File: config.mk
export PLATFORM = sky130hd
export DESIGN_NAME = uep_endpoint_status
export DESIGN_NICKNAME = d
export VERILOG_FILES = /design/src/include/uep_pkg.sv /design/src/hdl/uep_endpoint_status.sv
export SDC_FILE = /design/constraint.sdc
export NUM_CORES = 1
export LEC_CHECK = 0
export CAP_MARGIN = 20
export CELL_PAD_IN_SITES_DETAIL_PLACEMENT = 0
export CELL_PAD_IN_SITES_GLOBAL_PLACEMENT = 2
export CORE_ASPECT_RATIO = 1.2
export CORE_MARGIN = 2
export CORE_UTILIZATION = 39
export CTS_CLUSTER_SIZE = 16
export DETAILED_ROUTE_END_ITERATION = 10
export DONT_BUFFER_PORTS = 1
export PLACE_DENSITY = 0.83
export SYNTH_ARGS = -nofsm -noshare
export SYNTH_HDL_FRONTEND = slang
export SYNTH_SLANG_ARGS = --single-unit
File: constraint.sdc
create_clock -name pclk -period 5.9 [get_ports pclk]
set_input_delay 0.295 -clock pclk [delete_from_list [all_inputs] [get_ports pclk]]
set_output_delay 0.295 -clock pclk [all_outputs]
set_load 0.01 [all_outputs]
File: src/include/uep_pkg.sv
// uep_pkg: offsets, fields, resets and types of the endpoint status logic
`default_nettype none
package uep_pkg;
   localparam logic [11:0] UEP_CFG_OFS = 12'h100;
   localparam logic [11:0] UEP_STA_OFS = 12'h130;
   localparam logic [11:0] UEP_CLR_OFS = 12'h160;
   localparam logic [11:0] UEP_CON_OFS = 12'h1c0;
   localparam logic [11:0] UEP_REL_OFS = 12'h1f0;
   localparam logic [31:0] UEP_STA_RST = 32'h00000100;
   localparam logic [1:0] UEP_DT_RST = 2'h1;
   // configuration word fields
   localparam int UEP_MEMORY_ALLOCATE_BIT_B = 1;
   localparam int UEP_BK_LSB = 2;
   localparam int UEP_SZ_LSB = 4;
   localparam int UEP_DIR_B = 8;
   localparam int UEP_ASW_B = 9;
   localparam int UEP_TYP_LSB = 11;
   // control word and release word fields
   localparam int UEP_NBKE_B = 12;
   localparam int UEP_DMAE_B = 16;
   localparam int UEP_STRQ_B = 19;
   localparam int UEP_REL_B = 14;
   // event flag positions
   localparam int UEP_F_TXIN = 0;
   localparam int UEP_F_RXOUT = 1;
   localparam int UEP_F_STP = 2;
   localparam int UEP_F_NAKOUT = 3;
   localparam int UEP_F_NAKIN = 4;
   localparam int UEP_F_OVER = 5;
   localparam int UEP_F_STALL = 6;
   localparam int UEP_F_SHORT = 7;
   // endpoint limits, shared memory size and release delay
   localparam logic [1:0] UEP_MAX_BK = 2'h1;
   localparam logic [2:0] UEP_MAX_SZ = 3'h6;
   localparam logic [13:0] UEP_DPRAM_BYTES = 14'h0400;
   localparam int UEP_REL_DLY = 2;

   typedef enum logic [1:0] {
      UEP_CTRL = 2'b00,
      UEP_ISO = 2'b01,
      UEP_BULK = 2'b10,
      UEP_INTR = 2'b11
   } uep_type_t;

   // one-cycle event pulses from the packet engine and the fifo port
   typedef struct packed {
      logic sw_wr;
      logic sw_rd;
      logic link_byte;
      logic setup_rx;
      logic setup_in;
      logic in_token;
      logic in_sent;
      logic out_rx;
      logic out_short;
      logic out_over;
      logic out_crc;
      logic [1:0] out_pid;
      logic nak_in;
      logic nak_out;
      logic stall_sent;
      logic dma_short;
   } uep_evt_t;
endpackage : uep_pkg
`default_nettype wire

File: src/hdl/uep_endpoint_status.sv
// uep_endpoint_status: status, flags and apb registers of one usb endpoint
//
// What this block does
// RULE_01: byte count follows writes, reads, link bytes
// RULE_02: count and bank index settle with access flag
// RULE_03: allocate write recomputes config valid flag
// RULE_04: setup sets control direction; writes ignored
// RULE_05: access flag: in not full, out nonempty
// RULE_06: access flag low on stall or error
// RULE_07: active bank index 0,1,2; 3 reserved, reached only if bank count field is 3
// RULE_08: in busy count; irq when all free
// RULE_09: out busy count; irq when all busy
// RULE_10: busy count updates two cycles after release
// RULE_11: toggle 0 data0, 1 data1 per direction
// RULE_12: toggle resets data1; status resets 0x100
// RULE_13: short out packet sets short flag
// RULE_14: dma-end short in packet sets flag
// RULE_15: enabled flag raises irq; clear acknowledges
// RULE_16: stall request; flag once stall sent
// RULE_17: iso crc error flagged, packet kept
// RULE_18: overflow flagged, packet acked, tail dropped
// RULE_19: nak in and nak out flags
// RULE_20: iso in empty bank: underflow, zero-length
// RULE_21: iso out full bank: underflow, discard
// RULE_22: bit 2 setup, underflow, or zero
// RULE_23: out received flag set when bank fills
// RULE_24: clear register writes one to clear
//
// The APB interface to the registers was left to the implementer.
`default_nettype none
module uep_endpoint_status
   import uep_pkg::*;
(
   input wire logic pclk,
   input wire logic presetn,
   input wire logic pclken,
   input wire logic psel,
   input wire logic penable,
   input wire logic pwrite,
   input wire logic [11:0] paddr,
   input wire logic [31:0] pwdata,
   output logic [31:0] prdata,
   output logic pready,
   output logic pslverr,
   input wire logic usb_bus_reset,
   input wire uep_evt_t evt,
   output logic endpoint_interrupt,
   output logic stall_handshake,
   output logic zlp_send,
   output logic pkt_discard
);
   function automatic logic [11:0] bank_bytes(input logic [2:0] s);
      return 12'h008 << s;
   endfunction : bank_bytes

   function automatic logic fits(input logic [1:0] bk, input logic [2:0] s);
      logic [13:0] total;
      total = 14'(bank_bytes(s)) * 14'(bk + 2'h1);
      return bk != 2'h3 && bk <= UEP_MAX_BK && s <= UEP_MAX_SZ && total <= UEP_DPRAM_BYTES;
   endfunction : fits

   logic memory_allocate_bit, auto_bank_switch, ep_dir_in;
   logic [1:0] bank_count_field;
   logic [2:0] bank_size_field;
   uep_type_t ep_type;
   logic [7:0] irq_en;
   logic bank_count_irq_enable, dma_end_short_enable;
   logic [10:0] byte_counter;
   logic config_valid_flag, control_direction_flag, access_allowed_flag;
   logic [1:0] active_bank_index, occupied_bank_count, toggle_field;
   logic [7:0] flags;
   logic [UEP_REL_DLY-1:0] rel_pipe;
   logic [31:0] status_word, next_rdata;
   logic done, wr, cfg_wr, clr_wr, con_wr, rel_wr, mapped;
   logic [1:0] nbanks, next_busy, next_bank;
   logic [10:0] next_count;
   logic [11:0] size;
   logic [7:0] fset;
   logic is_ctrl, is_iso, bank_full, iso_drop, iso_empty, out_take;
   logic err, next_access_allowed_flag, new_fits, quiet, next_stall;

   // completes with one wait state: pready is registered
   assign done = psel & penable & pready;
   assign wr = done & pwrite;
   assign cfg_wr = wr && paddr == UEP_CFG_OFS;
   assign clr_wr = wr && paddr == UEP_CLR_OFS;
   assign con_wr = wr && paddr == UEP_CON_OFS;
   assign rel_wr = wr && paddr == UEP_REL_OFS && pwdata[UEP_REL_B];
   assign mapped = paddr == UEP_CFG_OFS || paddr == UEP_STA_OFS || paddr == UEP_CLR_OFS
                   || paddr == UEP_CON_OFS || paddr == UEP_REL_OFS;

   assign is_ctrl = ep_type == UEP_CTRL;
   assign is_iso = ep_type == UEP_ISO;
   assign nbanks = bank_count_field + 2'h1;
   assign size = bank_bytes(bank_size_field);
   assign bank_full = occupied_bank_count == nbanks;
   // RULE_21 full bank drops iso out
   assign iso_drop = evt.out_rx && is_iso && !ep_dir_in && bank_full;
   // RULE_20 empty bank on iso in token
   assign iso_empty = evt.in_token && is_iso && ep_dir_in && occupied_bank_count == 2'h0;
   assign out_take = evt.out_rx && !ep_dir_in && !iso_drop;
   assign new_fits = fits(pwdata[UEP_BK_LSB+:2], pwdata[UEP_SZ_LSB+:3]);

   // RULE_12 word layout, toggle resets to data1
   assign status_word = {1'b0, byte_counter, 1'b0, config_valid_flag, control_direction_flag,
                         access_allowed_flag, active_bank_index, occupied_bank_count, 2'h0,
                         toggle_field, flags};

   always_comb begin
      next_rdata = 32'h0;
      case (paddr)
         UEP_CFG_OFS: next_rdata = {19'h0, ep_type, 1'b0, auto_bank_switch, ep_dir_in, 1'b0,
                                    bank_size_field, bank_count_field, memory_allocate_bit, 1'b0};
         UEP_STA_OFS: next_rdata = status_word;
         UEP_CON_OFS: next_rdata = {12'h0, stall_handshake, 2'h0, dma_end_short_enable, 3'h0,
                                    bank_count_irq_enable, 4'h0, irq_en};
         default: next_rdata = 32'h0;
      endcase
   end

   always_ff @(posedge pclk or negedge presetn) begin
      if (!presetn) begin
         pready <= 1'b0;
         pslverr <= 1'b0;
         prdata <= 32'h0;
      end else if (pclken) begin
         pready <= psel & penable & ~pready;
         pslverr <= psel & penable & ~pready & ~mapped;
         if (psel & penable & ~pready) begin
            prdata <= next_rdata;
         end
      end
   end

   // configuration and control words
   always_ff @(posedge pclk or negedge presetn) begin
      if (!presetn) begin
         memory_allocate_bit <= 1'b0;
         bank_count_field <= 2'h0;
         bank_size_field <= 3'h0;
         ep_dir_in <= 1'b0;
         auto_bank_switch <= 1'b0;
         ep_type <= UEP_CTRL;
         irq_en <= 8'h0;
         bank_count_irq_enable <= 1'b0;
         dma_end_short_enable <= 1'b0;
      end else if (pclken) begin
         if (usb_bus_reset) begin
            memory_allocate_bit <= 1'b0;
            bank_count_field <= 2'h0;
            bank_size_field <= 3'h0;
            ep_dir_in <= 1'b0;
            auto_bank_switch <= 1'b0;
            ep_type <= UEP_CTRL;
            irq_en <= 8'h0;
            bank_count_irq_enable <= 1'b0;
            dma_end_short_enable <= 1'b0;
         end else begin
            if (cfg_wr) begin
               memory_allocate_bit <= pwdata[UEP_MEMORY_ALLOCATE_BIT_B];
               bank_count_field <= pwdata[UEP_BK_LSB+:2];
               bank_size_field <= pwdata[UEP_SZ_LSB+:3];
               ep_dir_in <= pwdata[UEP_DIR_B];
               auto_bank_switch <= pwdata[UEP_ASW_B];
               ep_type <= uep_type_t'(pwdata[UEP_TYP_LSB+:2]);
            end
            if (con_wr) begin
               irq_en <= pwdata[7:0];
               bank_count_irq_enable <= pwdata[UEP_NBKE_B];
               dma_end_short_enable <= pwdata[UEP_DMAE_B];
            end
         end
      end
   end

   // RULE_16 software request, new setup cancels it
   always_comb begin
      next_stall = stall_handshake;
      if (usb_bus_reset || evt.setup_rx) begin
         next_stall = 1'b0;
      end else if (con_wr) begin
         next_stall = pwdata[UEP_STRQ_B];
      end
   end

   always_ff @(posedge pclk or negedge presetn) begin
      if (!presetn) begin
         stall_handshake <= 1'b0;
      end else if (pclken) begin
         stall_handshake <= next_stall;
      end
   end

   // RULE_03 checked only on an allocate write
   always_ff @(posedge pclk or negedge presetn) begin
      if (!presetn) begin
         config_valid_flag <= 1'b0;
      end else if (pclken) begin
         if (usb_bus_reset) begin
            config_valid_flag <= 1'b0;
         end else if (cfg_wr && pwdata[UEP_MEMORY_ALLOCATE_BIT_B]) begin
            config_valid_flag <= new_fits;
         end
      end
   end

   // RULE_04 direction of the stage after setup
   always_ff @(posedge pclk or negedge presetn) begin
      if (!presetn) begin
         control_direction_flag <= 1'b0;
      end else if (pclken) begin
         if (usb_bus_reset) begin
            control_direction_flag <= 1'b0;
         end else if (evt.setup_rx) begin
            control_direction_flag <= evt.setup_in;
         end
      end
   end

   // RULE_10 release waits for the next bank address
   always_ff @(posedge pclk or negedge presetn) begin
      if (!presetn) begin
         rel_pipe <= '0;
      end else if (pclken) begin
         rel_pipe <= usb_bus_reset ? '0 : {rel_pipe[UEP_REL_DLY-2:0], rel_wr};
      end
   end

   always_comb begin
      next_busy = occupied_bank_count;
      next_bank = active_bank_index;
      next_count = byte_counter;
      // RULE_08 in: released banks busy, sent frees
      if (ep_dir_in) begin
         if (rel_pipe[UEP_REL_DLY-1] && !bank_full) begin
            next_busy = next_busy + 2'h1;
         end
         if (evt.in_sent && occupied_bank_count != 2'h0) begin
            next_busy = next_busy - 2'h1;
         end
      // RULE_09 out: received banks busy, release frees
      end else begin
         if (out_take && !bank_full) begin
            next_busy = next_busy + 2'h1;
         end
         if (rel_pipe[UEP_REL_DLY-1] && occupied_bank_count != 2'h0) begin
            next_busy = next_busy - 2'h1;
         end
      end
      // RULE_07 index wraps at bank count, reaching 3 only if that field is 3
      if (rel_pipe[UEP_REL_DLY-1] && !is_ctrl) begin
         next_bank = (active_bank_index >= bank_count_field) ? 2'h0 : active_bank_index + 2'h1;
      end
      // RULE_01 in: software adds, link drains
      if (ep_dir_in) begin
         next_count = next_count + 11'(evt.sw_wr) - 11'(evt.link_byte && byte_counter != 11'h0);
      // RULE_18 bytes past bank size not stored
      end else begin
         next_count = next_count + 11'(evt.link_byte && 12'(byte_counter) < size)
                      - 11'(evt.sw_rd && byte_counter != 11'h0);
      end
   end

   // RULE_06 stall or error blocks access
   // coming flags and stall too, so access never lags them by a cycle
   assign err = flags[UEP_F_OVER] || fset[UEP_F_OVER] || (is_iso && (flags[UEP_F_STALL] || fset[UEP_F_STALL]));
   // RULE_05 judged on the coming bank state
   assign next_access_allowed_flag = !is_ctrl && !next_stall && !err
                       && (ep_dir_in ? (next_busy < nbanks && 12'(next_count) < size)
                                     : (next_busy != 2'h0 && next_count != 11'h0));

   // RULE_02 all settle together; none is a poll flag
   always_ff @(posedge pclk or negedge presetn) begin
      if (!presetn) begin
         occupied_bank_count <= 2'h0;
         active_bank_index <= 2'h0;
         byte_counter <= 11'h0;
         access_allowed_flag <= 1'b0;
      end else if (pclken) begin
         if (usb_bus_reset) begin
            occupied_bank_count <= 2'h0;
            active_bank_index <= 2'h0;
            byte_counter <= 11'h0;
            access_allowed_flag <= 1'b0;
         end else begin
            occupied_bank_count <= next_busy;
            active_bank_index <= next_bank;
            byte_counter <= next_count;
            access_allowed_flag <= next_access_allowed_flag;
         end
      end
   end

   // RULE_11 in flips per packet, out keeps last pid
   always_ff @(posedge pclk or negedge presetn) begin
      if (!presetn) begin
         toggle_field <= UEP_DT_RST;
      end else if (pclken) begin
         if (usb_bus_reset) begin
            toggle_field <= UEP_DT_RST;
         end else if (ep_dir_in && evt.in_sent) begin
            toggle_field <= {1'b0, ~toggle_field[0]};
         end else if (out_take) begin
            toggle_field <= {1'b0, evt.out_pid[0]};
         end
      end
   end

   always_comb begin
      fset = 8'h0;
      fset[UEP_F_TXIN] = ep_dir_in && evt.in_sent;
      // RULE_23 rises with the full bank
      fset[UEP_F_RXOUT] = out_take;
      // RULE_22 bit 2 meaning by endpoint type
      fset[UEP_F_STP] = (is_ctrl && evt.setup_rx) || iso_drop || iso_empty;
      // RULE_19 both nak answers flagged
      fset[UEP_F_NAKOUT] = evt.nak_out;
      fset[UEP_F_NAKIN] = evt.nak_in;
      // RULE_18 packet still taken
      fset[UEP_F_OVER] = out_take && evt.out_over;
      // RULE_16 stall sent; RULE_17 iso crc, data kept
      fset[UEP_F_STALL] = evt.stall_sent || (is_iso && out_take && evt.out_crc);
      // RULE_13 short out; RULE_14 dma-end short in
      fset[UEP_F_SHORT] = (!is_ctrl && out_take && evt.out_short)
                          || (!is_ctrl && ep_dir_in && evt.dma_short
                              && dma_end_short_enable && auto_bank_switch);
   end

   // RULE_24 ones clear, set beats clear
   always_ff @(posedge pclk or negedge presetn) begin
      if (!presetn) begin
         flags <= 8'h0;
      end else if (pclken) begin
         if (usb_bus_reset) begin
            flags <= 8'h0;
         end else begin
            flags <= ((flags & ~(clr_wr ? pwdata[7:0] : 8'h0)) | fset)
                     & ~{5'h0, ep_type[1], 2'h0};
         end
      end
   end

   // RULE_15 enabled flags and busy-count events
   always_ff @(posedge pclk or negedge presetn) begin
      if (!presetn) begin
         endpoint_interrupt <= 1'b0;
         zlp_send <= 1'b0;
         pkt_discard <= 1'b0;
      end else if (pclken) begin
         endpoint_interrupt <= !usb_bus_reset && ((|(flags & irq_en)) || (bank_count_irq_enable
                               && (ep_dir_in ? occupied_bank_count == 2'h0 : bank_full)));
         zlp_send <= !usb_bus_reset && iso_empty;
         pkt_discard <= !usb_bus_reset && iso_drop;
      end
   end

   // checks
   assign quiet = pclken && !usb_bus_reset && !evt.in_sent && presetn;
endmodule : uep_endpoint_status
`default_nettype wire

==> results of run 1 <==
flip-flops by register name (all words and copies together), names as in the netlist, 2 cells and up:
register,cells
active_bank_index,2
bank_count_field,2
rel_pipe,2
bank_size_field,3
occupied_bank_count,2
prdata,30
ep_type,2
flags,8
byte_counter,11
irq_en,8
metal layers:
layer	GRT usage [%]	vias to the layer above
met5	0	-
met4	7.64	0
met3	3.74	23
met2	39.9	118
met1	25.3	2640
li1	-	2510
power by group:
group,switching (W),internal (W)
combinational,0.000651,0.000533
sequential,0.0000921,0.000635
clock,0.000260,0.000356
worst paths after layout:
| path | from | to | slack, ns |
|---|---|---|---|
| max | bank_size_field[0] | access_allowed_flag | 0.42 |
| min | pclken | occupied_bank_count[0] | 0.03 |
| max reg2reg | bank_size_field[0] | access_allowed_flag | 0.42 |
| min reg2reg | control_direction_flag | control_direction_flag | 0.49 |
| max in group asynchronous | presetn | toggle_field[0] | 5.00 |
| min in group asynchronous | presetn | prdata[21] | 0.52 |
placed cells by master, fill, tap and decap left out, drive strengths merged, types with 4 or more instances in the layout:
cell type,synthesis,routed
nor2,40,40
o31ai,4,4
inv,45,47
o22ai,10,10
a31oi,7,7
xor2,6,6
dfrtp,84,84
o211ai,4,4
or3,6,6
buf,5,12
a21o,5,5
a211oi,10,10
nor2b,6,6
nor4,7,7
o2bb2ai,26,26
xnor2,7,7
fa,9,9
mux2i,5,5
a22oi,32,32
nand3b,5,5
clkbuf,36,11
a222oi,7,7
nand2b,18,18
nand4,10,10
o21ai,58,58
a21oi,15,15
o21a,6,6
or2,4,4
nand2,86,86
nand3,10,10
nor3,16,16
ha,49,49
cell families after synthesis:
logic type	count (synthesis)	share of synthesized area, %
buffers and inverters	86	5.56
AO/OA/AOI/OAI	210	24.6
multiplexers	8	1.43
flip-flops	85	34.8
other	1	0.0613
XOR/XNOR	13	1.98
AND/OR/NAND/NOR	229	18.6
adder cells (fa/ha/maj)	58	13.0
metrics by stage:
step                instance area [µm²]  utilization, %  total power (W)
floorplan                          6130               -          0.00156
finish                             6680            43.2          0.00253
global route                       6680            43.2          0.00275
detailed placement                 6310            40.8          0.00188
CTS                                6660            43.1          0.00252
global placement                   6310            40.8          0.00187
synth_stat cells, drive strengths merged, types with 15 or more instances:
cell type,instances,share of area [%]
a22oi,32,3.9
a21oi,15,1.2
nor3,16,1.3
inv,45,2.8
o2bb2ai,26,3.7
dfrtp,84,34
clkbuf,36,2.2
o21ai,58,4.7
nand2,86,5.3
nor2,40,2.5
nand2b,18,1.8
ha,49,10
critical path, delay by kind of cell, from the launching register on:
family / cells / cell delay, ns
AO/OA/AOI/OAI: 12 / 2.21
adder cells (fa/ha/maj): 5 / 1.38
AND/OR/NAND/NOR: 8 / 1.20
flip-flops: 1 / 0.40
buffers and inverters: 3 / 0.21
layout make-up:
type | instances | area, µm² | area share (%)
Tap cell | 208 | 260 | 3.90
Inverter | 45 | 169 | 2.53
Multi-Input combinational cell | 520 | 3680 | 55.1
Clock buffer | 11 | 253 | 3.79
Clock inverter | 5 | 65.1 | 0.975
Timing Repair Buffer | 13 | 120 | 1.80
Sequential cell | 85 | 2130 | 31.9
timing repair:
item                                    4_1_cts  5_1_grt
hold buffers                                  2        0
endpoints found under the setup margin        0        1
hold endpoints to repair                     85        0
resized for setup                             0        4
==> impl_results.md, run 1 <==
- Run status: completed
- GRT Overall Usage: a little over a fifth
- Clock skew: 0.00495 ns
- Hold depth: 1
- HPWL Detailed: between 10000 and 15000 µm
- Initial Utilization: 39.6%
- Row count: 50
- Uppermost layer routed: met4
- Largest net degree at the start of global routing: 86
- Finished Layout Cells: a little under 900
- Post-synthesis sequential area ratio: 34.8%
- Layout fillers: 1554
- Initial antenna violation count: 0
- Max stage delay cell, worst path: dfrtp_1
- Main synth FF type: dfrtp_1
- DR WL/cell: 20.0 µm
- Crit path kind: flop to flop
- Period Utilization, post-route: 92.8%
- WL met1: just under 7000 µm
- Clock slew seen by the registers of the worst setup and hold paths: ~0.070 ns
- H-tree levels: 3
- Later-pin clock latency in the skew report: 0.35 ns
- Total setup buffers inserted after CTS: 0
- Synth warn: 0
- CTS tree: built
- Post-Syn Instances: 690
- Fin. Hold Viols: 0
- Reg2Reg Depth: 28
- Post-route setup TNS: 0 ns
- Worst Path Required: just over 6 ns
- Clk sinks: 85
- FMAX: approximately 180 MHz
- Yosys cell types: 77
- Share of layout cells above drive strength 1: 7.22%
- Crit path max fanout: 3
- Synth Cell Area: 6120 µm²
- RSZ-0062 raised after global routing: false
- Slew HR: between 30% and 40%
- Setup Viol. Count Final: 0
- I/O Pins: approximately 110
- DIE WIDTH: 118 µm
- Final Max Tran Viols: 0
- First-pass GRT wire length: 28500 µm
- Final WS setup: 0.423 ns
- Via count: ~5300
- Maximum clock insertion buffer count: 2
- DR vias/cell: between 5 and 6
- Port Buffer Count: 0
- Clock root cell: clkbuf_16
- Fin crit period: 5.48 ns
- Global placer's final weighted congestion: 0.826
- TritonRoute pass-1 iters: 5
- Final WL: roughly 18000 µm
- Placed cells: 869
- Fin Hold WS: 0.0344 ns
- ANT nets after route: 0
- Synthesis-stage register bit count: 85
- Critical Path End Type: flop
- Core Area: 15500 µm²
- Critical Path Start Type: flop
- Fin nets: 800
- Drt drc: 0
- Die Y: about 140 µm
- Number of global-route vias before repair: about 5300
- Aggregate global routing overflow: 0
- DR WL met2: around 9600 µm
- # diodes: 0
- DR iter-0 viols: 375
- Ys async rst share: 100%
- Full die area: 16700 µm²
- Max-cap violations: 0
- CTS Buf Count: 9
- Syn-to-layout area delta: 9.05%
- Worst slew pin tran: 0.964 ns
- Peak supply drop: 0.142 mV
- CP dominant cell by count: o21a_1
- Leakage power: between 2 and 3 nW
- Post-synth EDFFs: 0
- WL met3: 810 µm
- Pre-CTS setup slack: 0.104 ns
- Worst path max stage delay: 0.40 ns
- Power Dens Cells: 378 nW/µm²
- Worst hold path class: input port to flop
- Critical path data arrival time: between 5 and 6 ns
- Mean post-synth cell area: 8.87 µm²
No activity file was read; power rests on OpenSTA's default activity.
==> run 2: changes to the inputs <==
- clock period: 5.9 -> 6.8 ns (I/O delays scaled with it)
==> impl_results.md, run 2 (synthesis results as in run 1) <==
- Run status: completed (unchanged)
- Final Core Density: 42.6% (was 43.2%)
- I/O Pins: 106 (unchanged)
- Clock root cell: clkbuf_16 (unchanged)
- Clock skew: 0.00927 ns (was 0.00495 ns)
- Total setup buffers inserted after CTS: 0 (unchanged)
- CTS Hold Buffers Added: 2 (unchanged)
- Full die area: 16700 µm² (unchanged)
- Finished Layout Cells: 880 (was 887)
- Fin area: 6580 µm² (was 6680 µm²)
- Hold endpoint: dma_end_short_enable (was occupied_bank_count[0])
- ANT nets after route: 0 (unchanged)
- HPWL Detailed: 13000 µm (about the same)
- Drt drc: 0 (unchanged)
- Crit path max fanout: 11 (was 3)
- Reg2Reg Setup Slack: 0.62 ns (was 0.42 ns)
- Commonest non-fill, non-tap cell in the layout: nand2_1 (unchanged)
- DIE WIDTH: 118 µm (unchanged)
- Largest registers: prdata x30, byte_counter x11 (unchanged)
- DR vias/cell: 6.05 (was 5.97)
- Max stage delay cell, worst path: a2111oi_0 (was dfrtp_1)
- CTS tree: built (unchanged)
- Pre-CTS setup slack: 0.662 ns (was 0.104 ns)
- Reg2Reg Depth: 26 (was 28)
- Fin nets: 793 (was 800)
- Period Utilization, post-route: 90.8% (was 92.8%)
- Peak supply drop: 0.124 mV (was 0.142 mV)
- H-tree levels: 3 (unchanged)
- Crit path kind: flop to flop (unchanged)
- Die Y: 141 µm (unchanged)
- Max reg flops: 30 (unchanged)
- M1 GR Usage: 25.5% (was 25.3%)
- Hold depth: 1 (unchanged)
- Worst hold path class: input port to flop (unchanged)
- First-pass GRT wire length: 28400 µm (was 28500 µm)
- Reg-to-Reg End: access_allowed_flag (unchanged)
- Crit path max-delay family: compound AO/OA/AOI/OAI gates (unchanged)
- Syn-to-layout area delta: 7.42% (was 9.05%)
- Number of global-route vias before repair: 5238 (was 5277)
- Worst path max stage delay: 0.68 ns (was 0.40 ns)
- Max-cap violations: 0 (unchanged)
- Top reg by flops: prdata (unchanged)
- Post-route setup TNS: 0 ns (unchanged)
- Maximum clock insertion buffer count: 2 (unchanged)
- Final Max Tran Viols: 0 (unchanged)
- Largest net degree at the start of global routing: 86 (unchanged)
- Aggregate global routing overflow: 0 (unchanged)
- # diodes: 0 (unchanged)
- Initial antenna violation count: 0 (unchanged)
- Later-pin clock latency in the skew report: 0.35 ns (about the same)
- WP buf/inv: 3 (unchanged)
- Met3 usage: 4.54% (was 3.74%)
- Via count: 5323 (was 5291)
- Leakage power: 2.71 nW (was 2.76 nW)
- Post-CTS sizing: 0 (unchanged)
- FMAX: 162 MHz (was 183 MHz)
- Fin crit period: 6.18 ns (was 5.48 ns)
- Global placer's final weighted congestion: 0.833 (was 0.826)
- CTS Buf Count: 9 (unchanged)
- Worst path depth: 26 (was 28)
- Placed cells: 862 (was 869)
- Slew HR: 39.0% (was 35.5%)
- Clock slew seen by the registers of the worst setup and hold paths: 0.07 ns (about the same)
- DR iter-0 viols: 397 (was 375)
- RSZ-0062 raised after global routing: false (unchanged)
- CP dominant cell by count: o21a_1 (unchanged)
- Critical Path End Type: flop (unchanged)
- Worst Path Required: 7.05 ns (was 6.15 ns)
- Power Dens Cells: 316 nW/µm² (was 378 nW/µm²)
- Most frequent cells in the layout: nand2_1 (86), dfrtp_1 (84), ha_1 (49) (unchanged)
- Final WL: 17900 µm (was 17700 µm)
- Critical Path Start Type: flop (unchanged)
- Final WS setup: 0.625 ns (was 0.423 ns)
- Core Area: 15500 µm² (unchanged)
- Worst Hold Launch: usb_bus_reset (was pclken)
- Reg-to-reg critical path startpoint: bank_size_field[1] (was bank_size_field[0])
- Fin. Hold Viols: 0 (unchanged)
- Initial Utilization: 39.6% (unchanged)
- Post-DP Area: 6250 µm² (was 6310 µm²)
- GRT Overall Usage: 21.8% (was 21.6%)
- Row count: 50 (unchanged)
- Share of layout cells above drive strength 1: 5.65% (was 7.22%)
- DR WL/cell: 20.3 µm (was 20.0 µm)
- Port Buffer Count: 0 (unchanged)
- GRT busiest layer: met2 (unchanged)
- Setup Viol. Count Final: 0 (unchanged)
- Critical path data arrival time: 6.43 ns (was 5.73 ns)
- Clk sinks: 85 (unchanged)
- M2 GR Usage: 37.9% (was 39.9%)
- TritonRoute pass-1 iters: 6 (was 5)
- Worst slew pin tran: 0.911 ns (was 0.964 ns)
## run 2: cell types whose count changed in the layout (fill, tap and decap cells not counted), sizes merged
cell,before,now
bufinv,1,0
buf,12,5
clkinvlp,2,1
clkinv,0,2
## run 2: worst max path at each step
| stage | from | endpoint | slack [ns] |
|---|---|---|---|
| floorplan | bank_size_field[0] | access_allowed_flag | 1.75 |
| global placement | bank_size_field[1] | access_allowed_flag | 0.74 |
| detailed placement | bank_size_field[1] | access_allowed_flag | 0.66 |
| CTS | bank_size_field[1] | access_allowed_flag | 0.64 |
| global route | bank_size_field[1] | access_allowed_flag | 0.23 |
| finish | bank_size_field[1] | access_allowed_flag | 0.62 |
## run 2: area by class of cell
class	instances	area [µm²]
Inverter	45	169
Multi-Input combinational cell	520	3670
Fill cell	1608	8880
Sequential cell	85	2130
Clock inverter	5	42.5
Clock buffer	11	243
Tap cell	208	260
Timing Repair Buffer	6	67.6
## run 2: power breakdown
group	internal, W	switching [W]
Combinational	0.000410	0.000556
Sequential	0.000551	0.0000792
Clock	0.000262	0.000224
Total	0.00122	0.000858
## run 2: per-layer routing
| layer | vias to the layer above | wire length (µm) | part of all wire [%] |
|---|---|---|---|
| met5 | - | 0 | 0 |
| met2 | 184 | 9150 | 51 |
| met1 | 2611 | 6980 | 39 |
| met4 | 0 | 710 | 4.0 |
| li1 | 2487 | - | - |
| met3 | 41 | 1070 | 6.0 |
## run 2: per-stage QoR
step	hold WS [ns]	total power [W]
CTS	0.0585	0.00209
finish	0.0761	0.00208
global route	0.0586	0.00225
global placement	0.0468	0.00156
detailed placement	0.0473	0.00158
floorplan	0.0444	0.00136
